### src/logic/window_watchdog_pkg.sv
/*
  Constants and field layouts shared by the window watchdog.
  Assumes a 32-bit AXI4-Lite register bus with word-aligned registers.
*/
`default_nettype none

package window_watchdog_pkg;

  // ----------------------------------------------------------------
  // Register byte offsets
  // ----------------------------------------------------------------
  localparam logic [3:0] OFS_WATCHDOG_CONTROL = 4'h0;
  localparam logic [3:0] OFS_WATCHDOG_CONFIG = 4'h4;
  localparam logic [3:0] OFS_WATCHDOG_FLAGS = 4'h8;

  // ----------------------------------------------------------------
  // Field positions
  // ----------------------------------------------------------------
  localparam int unsigned POS_ACTIVATION_BIT = 7;
  localparam int unsigned POS_COUNT_TOP_BIT = 6;
  localparam int unsigned POS_EARLY_WARN_ENABLE = 9;
  localparam int unsigned POS_TIMEBASE_LSB = 7;
  localparam int unsigned POS_EARLY_WARN_FLAG = 0;

  // ----------------------------------------------------------------
  // Reset values and counter landmarks
  // ----------------------------------------------------------------
  localparam logic [6:0] RST_COUNT = 7'h7F;
  localparam logic [6:0] RST_WINDOW = 7'h7F;
  localparam logic [1:0] RST_TIMEBASE = 2'h0;
  localparam logic [6:0] CNT_WARN = 7'h40;
  localparam logic [6:0] CNT_BEFORE_WARN = 7'h41;

  // ----------------------------------------------------------------
  // Timing: fixed divider of 4096 bus clocks, as a power of two
  // ----------------------------------------------------------------
  localparam int unsigned BASE_DIV_LOG2_DEFAULT = 12;
  localparam int unsigned TIMEBASE_MAX_LOG2 = 3;

  // ----------------------------------------------------------------
  // Bus responses
  // ----------------------------------------------------------------
  localparam logic [1:0] RESP_OKAY = 2'h0;
  localparam logic [1:0] RESP_SLVERR = 2'h2;

  // Configuration fields travelling together
  typedef struct packed {
    logic early_warn_enable;
    logic [1:0] timebase_select;
    logic [6:0] window;
  } watchdog_config_t;

endpackage : window_watchdog_pkg

`default_nettype wire

### src/logic/window_watchdog.sv
/*
  Window watchdog with an AXI4-Lite register slave.
  Assumes one clock (aclk), a synchronous active-low reset, and a system
  reset controller that acts on the one-cycle reset request pulse.
  The debug halt inputs come from logic on the same clock.
*/
// Contract
// - Active watchdog requests reset when count steps from 0x40 to 0x3F.
// - Active watchdog requests reset on refresh while count exceeds window.
// - Inactive after reset; writing one activates; only reset deactivates.
// - Counter decrements at prescaled rate even when inactive.
// - Only refresh at or below window and above 0x3F avoids reset.
// - Writing activation one with top bit zero forces immediate reset.
// - Early warning interrupt when enabled and count reaches 0x40.
// - Writing zero to the early warning flag clears it.
// - Decrement every 4096 times two-to-timebase bus clocks.
// - Timebase select 0..3 divides the 4096 tick by 1,2,4,8.
// - Control writes do not clear the prescaler.
// - Debug halt freezes counting when freeze control is set.
// - Flag sets at 0x40 even if disabled; writing one ignored.
// - Early warning enable set by software, cleared only by reset.
// - Control register resets to 0x7F.
`timescale 1ns/100ps
`default_nettype none

module window_watchdog
  import window_watchdog_pkg::*;
#(
  parameter int unsigned BASE_DIV_LOG2 = BASE_DIV_LOG2_DEFAULT
) (
  // Clock and reset
  input wire logic aclk,
  input wire logic aresetn,
  // AXI4-Lite write address and data
  input wire logic awvalid,
  output logic awready,
  input wire logic [31:0] awaddr,
  input wire logic [2:0] awprot,
  input wire logic wvalid,
  output logic wready,
  input wire logic [31:0] wdata,
  input wire logic [3:0] wstrb,
  // AXI4-Lite write response
  output logic bvalid,
  input wire logic bready,
  output logic [1:0] bresp,
  // AXI4-Lite read
  input wire logic arvalid,
  output logic arready,
  input wire logic [31:0] araddr,
  input wire logic [2:0] arprot,
  output logic rvalid,
  input wire logic rready,
  output logic [31:0] rdata,
  output logic [1:0] rresp,
  // Debug halt
  input wire logic core_halted,
  input wire logic debug_halt_freeze,
  // Toward system
  output logic reset_request,
  output logic early_warn_irq
);

  localparam int unsigned PW = BASE_DIV_LOG2 + TIMEBASE_MAX_LOG2;

  initial begin
    if (BASE_DIV_LOG2 < 1 || BASE_DIV_LOG2 > 24) begin
      $error("BASE_DIV_LOG2 out of range");
    end
  end

  // ----------------------------------------------------------------
  // Register decode helpers
  // ----------------------------------------------------------------
  // Word select: low nibble of address with byte bits cleared
  function automatic logic [3:0] word_ofs(input logic [31:0] a);
    word_ofs = {a[3:2], 2'b00};
  endfunction : word_ofs

  function automatic logic mapped(input logic [31:0] a);
    mapped = (a[31:4] == 28'h000_0000) && (word_ofs(a) != 4'hC);
  endfunction : mapped

  // ----------------------------------------------------------------
  // State
  // ----------------------------------------------------------------
  logic aw_have_q, w_have_q, awready_q, wready_q, bvalid_q, arready_q, rvalid_q;
  logic [1:0] bresp_q, rresp_q;
  logic [31:0] aw_addr_q, w_data_q, rdata_q;
  logic [3:0] w_strb_q;
  logic activation_q, flag_q, irq_q, reset_req_q;
  logic [6:0] count_q;
  watchdog_config_t cfg_q;
  logic [PW-1:0] presc_q;

  // ----------------------------------------------------------------
  // Bus write path
  // ----------------------------------------------------------------
  logic wr_go, aw_have_d, w_have_d, wr_half, wr_ctrl, wr_cfg, wr_flags;
  assign wr_go = aw_have_q && w_have_q && !bvalid_q;
  assign aw_have_d = wr_go ? 1'b0 : (aw_have_q || (awvalid && awready_q));
  assign w_have_d = wr_go ? 1'b0 : (w_have_q || (wvalid && wready_q));
  // Byte writes are ignored; half-word or word lanes 0 and 1 needed
  assign wr_half = (w_strb_q[1:0] == 2'b11);
  assign wr_ctrl = wr_go && wr_half && mapped(aw_addr_q) && (word_ofs(aw_addr_q) == OFS_WATCHDOG_CONTROL);
  assign wr_cfg = wr_go && wr_half && mapped(aw_addr_q) && (word_ofs(aw_addr_q) == OFS_WATCHDOG_CONFIG);
  assign wr_flags = wr_go && wr_half && mapped(aw_addr_q) && (word_ofs(aw_addr_q) == OFS_WATCHDOG_FLAGS);

  // Address and data capture, taken in either order
  always_ff @(posedge aclk) begin
    if (!aresetn) begin
      aw_have_q <= 1'b0;
      w_have_q <= 1'b0;
      awready_q <= 1'b0;
      wready_q <= 1'b0;
      aw_addr_q <= 32'h0000_0000;
      w_data_q <= 32'h0000_0000;
      w_strb_q <= 4'h0;
    end else begin
      aw_have_q <= aw_have_d;
      w_have_q <= w_have_d;
      awready_q <= !aw_have_d;
      wready_q <= !w_have_d;
      if (awvalid && awready_q) begin
        aw_addr_q <= awaddr;
      end
      if (wvalid && wready_q) begin
        w_data_q <= wdata;
        w_strb_q <= wstrb;
      end
    end
  end

  // Write response, one cycle after both halves are held
  always_ff @(posedge aclk) begin
    if (!aresetn) begin
      bvalid_q <= 1'b0;
      bresp_q <= RESP_OKAY;
    end else if (wr_go) begin
      bvalid_q <= 1'b1;
      bresp_q <= mapped(aw_addr_q) ? RESP_OKAY : RESP_SLVERR;
    end else if (bready) begin
      bvalid_q <= 1'b0;
    end
  end

  // ----------------------------------------------------------------
  // Bus read path
  // ----------------------------------------------------------------
  logic ar_take, rvalid_d;
  logic [31:0] rd_word;
  assign ar_take = arvalid && arready_q;
  assign rvalid_d = ar_take || (rvalid_q && !rready);

  // Read multiplexer, reserved bits read zero
  always_comb begin
    rd_word = 32'h0000_0000;
    case (word_ofs(araddr))
      OFS_WATCHDOG_CONTROL: rd_word = {24'h00_0000, activation_q, count_q};
      OFS_WATCHDOG_CONFIG: rd_word = {22'h00_0000, cfg_q};
      OFS_WATCHDOG_FLAGS: rd_word = {31'h0000_0000, flag_q};
      default: rd_word = 32'h0000_0000;
    endcase
  end

  // Read data, one cycle after the address is taken
  always_ff @(posedge aclk) begin
    if (!aresetn) begin
      rvalid_q <= 1'b0;
      arready_q <= 1'b0;
      rdata_q <= 32'h0000_0000;
      rresp_q <= RESP_OKAY;
    end else begin
      rvalid_q <= rvalid_d;
      arready_q <= !rvalid_d;
      if (ar_take) begin
        rdata_q <= mapped(araddr) ? rd_word : 32'h0000_0000;
        rresp_q <= mapped(araddr) ? RESP_OKAY : RESP_SLVERR;
      end
    end
  end

  // ----------------------------------------------------------------
  // Prescaler and down-counter
  // ----------------------------------------------------------------
  logic freeze, tick;
  logic [PW-1:0] tick_mask;
  assign freeze = core_halted && debug_halt_freeze;
  // Low BASE_DIV_LOG2 + select bits all ones marks one counter step
  assign tick_mask = PW'((1 << (BASE_DIV_LOG2 + 32'(cfg_q.timebase_select))) - 1);
  assign tick = !freeze && ((presc_q & tick_mask) == tick_mask);

  // Free-running prescaler, never cleared by register writes
  always_ff @(posedge aclk) begin
    if (!aresetn) begin
      presc_q <= '0;
    end else if (!freeze) begin
      presc_q <= presc_q + PW'(1);
    end
  end

  // Counter: refresh by write, else step down on each tick
  always_ff @(posedge aclk) begin
    if (!aresetn) begin
      count_q <= RST_COUNT;
    end else if (wr_ctrl) begin
      count_q <= w_data_q[6:0];
    end else if (tick) begin
      count_q <= count_q - 7'h01;
    end
  end

  // Activation bit: set by software, cleared only by reset
  always_ff @(posedge aclk) begin
    if (!aresetn) begin
      activation_q <= 1'b0;
    end else if (wr_ctrl && w_data_q[POS_ACTIVATION_BIT]) begin
      activation_q <= 1'b1;
    end
  end

  // Configuration: window, timebase, sticky early-warning enable
  always_ff @(posedge aclk) begin
    if (!aresetn) begin
      cfg_q <= '{early_warn_enable: 1'b0, timebase_select: RST_TIMEBASE, window: RST_WINDOW};
    end else if (wr_cfg) begin
      cfg_q.window <= w_data_q[6:0];
      cfg_q.timebase_select <= w_data_q[POS_TIMEBASE_LSB +: 2];
      cfg_q.early_warn_enable <= cfg_q.early_warn_enable || w_data_q[POS_EARLY_WARN_ENABLE];
    end
  end

  // ----------------------------------------------------------------
  // Reset request
  // ----------------------------------------------------------------
  logic cause_underflow, cause_window, cause_forced, reset_cause;
  assign cause_underflow = activation_q && tick && !wr_ctrl && (count_q == CNT_WARN);
  assign cause_window = wr_ctrl && activation_q && (count_q > cfg_q.window);
  assign cause_forced = wr_ctrl && (activation_q || w_data_q[POS_ACTIVATION_BIT])
    && !w_data_q[POS_COUNT_TOP_BIT];
  assign reset_cause = cause_underflow || cause_window || cause_forced;

  // One-cycle registered pulse
  always_ff @(posedge aclk) begin
    if (!aresetn) begin
      reset_req_q <= 1'b0;
    end else begin
      reset_req_q <= reset_cause;
    end
  end

  // ----------------------------------------------------------------
  // Early warning flag and interrupt
  // ----------------------------------------------------------------
  logic flag_set, flag_d;
  assign flag_set = tick && !wr_ctrl && (count_q == CNT_BEFORE_WARN);
  // Set wins over a clear in the same cycle; writing one is ignored
  assign flag_d = flag_set || (flag_q && !(wr_flags && !w_data_q[POS_EARLY_WARN_FLAG]));

  // Flag and interrupt output
  always_ff @(posedge aclk) begin
    if (!aresetn) begin
      flag_q <= 1'b0;
      irq_q <= 1'b0;
    end else begin
      flag_q <= flag_d;
      irq_q <= flag_d && (cfg_q.early_warn_enable || (wr_cfg && w_data_q[POS_EARLY_WARN_ENABLE]));
    end
  end

  // ----------------------------------------------------------------
  // Outputs
  // ----------------------------------------------------------------
  assign awready = awready_q;
  assign wready = wready_q;
  assign bvalid = bvalid_q;
  assign bresp = bresp_q;
  assign arready = arready_q;
  assign rvalid = rvalid_q;
  assign rdata = rdata_q;
  assign rresp = rresp_q;
  assign reset_request = reset_req_q;
  assign early_warn_irq = irq_q;
endmodule : window_watchdog

`default_nettype wire

### config.mk
export PLATFORM = sky130hd
export DESIGN_NAME = window_watchdog
export DESIGN_NICKNAME = d
export VERILOG_FILES = /design/src/logic/window_watchdog_pkg.sv /design/src/logic/window_watchdog.sv
export SDC_FILE = /design/constraint.sdc
export NUM_CORES = 1
export LEC_CHECK = 0
export BUFFER_PORTS_ARGS = -buffer_cell sky130_fd_sc_hd__buf_4
export CELL_PAD_IN_SITES_DETAIL_PLACEMENT = 0
export CELL_PAD_IN_SITES_GLOBAL_PLACEMENT = 1
export CORE_ASPECT_RATIO = 1.4
export CORE_UTILIZATION = 39
export DETAILED_ROUTE_END_ITERATION = 10
export HOLD_SLACK_MARGIN = 0.12
export PLACE_DENSITY = 0.95
export SYNTH_ARGS = -nofsm -noshare
export SYNTH_HDL_FRONTEND = slang
export SYNTH_SLANG_ARGS = --single-unit
### constraint.sdc
create_clock -name aclk -period 3.4 [get_ports aclk]
set_clock_uncertainty 0.2 [all_clocks]
set_input_delay 0.68 -clock aclk [delete_from_list [all_inputs] [get_ports aclk]]
set_output_delay 0.68 -clock aclk [all_outputs]
set_load 0.01 [all_outputs]
==> impl_results.md <==
* Outcome: complete, no violations
* Initial antenna violation count at 0
* Most frequent cells in the layout: nand2_1, buf_4, dfxtp_1, a21boi_0, conb_1
* Period utilisation layout at 0.7206
* Ports at 158
* Final wirelength at 10420 um
* Slew Viols, Final at 0
* Floorplan die height at 130.7 um
* CP Data Required Time at 3.46 ns
* Mapped Cells at 533
* GRT Resource Usage Total at 0.1788
* CTS Sinks at 97
* Critical-path maximum fanout at 10
* Grt met2 use at 0.3340
* Sequential fraction of the synthesis area at 0.4212
* PortBufs at 99
* Final min period at 2.450 ns
* Core area at 11400 um^2
* Synth async-reset ratio at 0
* Clock network fraction of design power at 0.398
* Mean Syn Cell Area at 8.650 um^2
* Drc violations at 0
* Nets at 742
* Final Non-Filler Cells at 766
* Die width at 93.90 um
* CTS root buf: clkbuf_16
* TritonCTS clock tree: done
* DP Worst Slack at 0.7441 ns
* Largest net degree at the start of global routing at 84
* DIE AREA at 12270 um^2
* Drt first pass iters at 4
* Detailed Place HPWL at 7947 um
* Yosys top cell by area: dfxtp_1
* Final instance area at 5630 um^2
* DR vias/cell at 5.077
* H-tree levels at 3
* Filler cell count in the final layout at 1131
* TNS Setup at 0 ns
* Final GP Congestion at 0.8456
* Distinct cells, synth at 47
* Layout overhead on the synthesized area at 22.12%
* Critical path class: register to register
* # setup viols final at 0
* Comb pwr share at 0.100
* Global route overflow at 0
* Post-synth top area share at 0.4212
* Vias at 3889
* Ys flop type: dfxtp_1
* CTS Buf Count at 9
* Startpoint types: register
* Least-Margin Pin Slew at 0.9992 ns
* Netlist Area Pre-Place at 4611 um^2
* Placed Instances at 750
* Slew Limit Headroom at 0.3338
* CP Capture Type: register
* Max Freq at 408.2 MHz
* Setup bufs post-CTS at 0
* Flop pwr share at 0.502
* Top cells by area, synth: dfxtp_1, nand2_1, a21boi_0, buf_4, and2_1
* Maximum vdd drop at 0.0002578 V
* Sw Pwr at 574.0 uW
* Number of synthesized register bits at 97
* Row Count at 46
* MaxCap Viol Count at 0
* Post_cts resized at 0
* Setup WS post-layout at 0.9500 ns
* Synthesis Warnings at 0
* Int Power at 1832 uW
* ANT nets after route at 0
* Vias in the first global route at 3754
* Per-cell routed wire length at 13.60 um
* Placed Area at 5346 um^2
* Commonest non-fill, non-tap cell in the layout: nand2_1
* Post-CTS Hold Buffers at 0
* Met3 GRT Util at 0.03646
* Skew-Pair Late Insertion Delay at 0.34 ns
* Post-synth EDFFs at 0
* Final hold vios at 0
* Most used routing layer: met2
* CP arrival at 2.51 ns
* RSZ-0062 raised after global routing: false
* Worst min-delay path class: register to register
* PD cells at 427.3 nW/um^2
* Inserted Diodes at 0
* Clock tree buffer depth at 2
* Layout cells sized above 1 at 0.1977
* Met1 usage at 0.1891
* Initial drt markers at 136
* Switching share of power at 0.2386
* Hold WS at 0.2643 ns
* Global-route wire length before repair at 17130 um
* Clk slew on worst S/H paths at 0.06 ns
* Static Leakage at 0.002341 uW
* Starting Density at 0.4046
[layout make-up]
class                           instances  area [um^2]  area share
Clock inverter                          4        27.53    0.004889
Timing Repair Buffer                  102        765.7      0.1360
Multi-Input combinational cell        398         2425      0.4307
Clock buffer                           12        256.5     0.04556
Sequential cell                        97         1942      0.3449
Tap cell                              144        180.2     0.03200
Inverter                                9        33.78    0.006000
[metal layers]
metal,vias to the layer above,wire (um)
met5,-,0
met3,21,452
met2,105,5585
li1,1958,-
met1,1805,4086
met4,0,291
[critical path, stage by stage, from the launching register on]
cell and delay (ns):
dfxtp_1 0.31, nor4_1 0.38, nand4_1 0.29, or3_1 0.73, o21ai_2 0.24, a21boi_0 0.21
[flip-flops by register name, indices dropped and copies added (netlist names), 2 cells and up]
signal,cells
count_q,7
cfg_q,10
aw_addr_q,30
presc_q,15
w_strb_q,2
w_data_q,10
rdata,10
[power by group through the flow]
| stage | clock network, uW | logic, uW | registers [uW] |
|---|---|---|---|
| global route | 1030 | 271 | 1210 |
| detailed placement | 0 | 243 | 1230 |
| floorplan | 0 | 156 | 1220 |
| CTS | 979 | 245 | 1210 |
| finish | 957 | 242 | 1210 |
| global placement | 0 | 237 | 1230 |
[through the flow]
| stage | total power, uW | util |
|---|---|---|
| floorplan | 1380 | - |
| global placement | 1467 | 0.4691 |
| detailed placement | 1476 | 0.4691 |
| CTS | 2430 | 0.4941 |
| global route | 2515 | 0.4941 |
| finish | 2406 | 0.4941 |
[final timing paths]
| check | cells after the start | slack (ns) | from | endpoint |
|---|---|---|---|---|
| worst max-delay path | 5 | 0.95 | aw_addr_q[24] | early_warn_irq |
| worst min-delay path | 2 | 0.26 | aw_addr_q[20] | aw_addr_q[20] |
| worst max register to register | 5 | 0.95 | aw_addr_q[24] | early_warn_irq |
| worst min register to register | 2 | 0.26 | aw_addr_q[20] | aw_addr_q[20] |
[logic make-up (layout without fill, tap and decap cells)]
logic type               after synthesis  in the layout  share of synthesized area
flip-flops                            97             97                     0.4212
AO/OA/AOI/OAI                         93             93                     0.1487
XOR/XNOR                              18             18                    0.03419
adder cells (fa/ha/maj)               10             10                    0.02714
buffers and inverters                 61            127                    0.07164
multiplexers                          12             12                    0.02605
AND/OR/NAND/NOR                      241            241                     0.2703
other                                  1             24                  0.0008133
[synth_stat cells (all sizes together), types with 11 or more instances]
cell type	instances
nor4	20
dfxtp	97
clkbuf	26
nand2	116
nand4	11
buf	26
nor2b	11
mux2i	12
a21boi	57
xnor2	14
and2	20
Note: power is estimated with default switching activity, not from simulation.
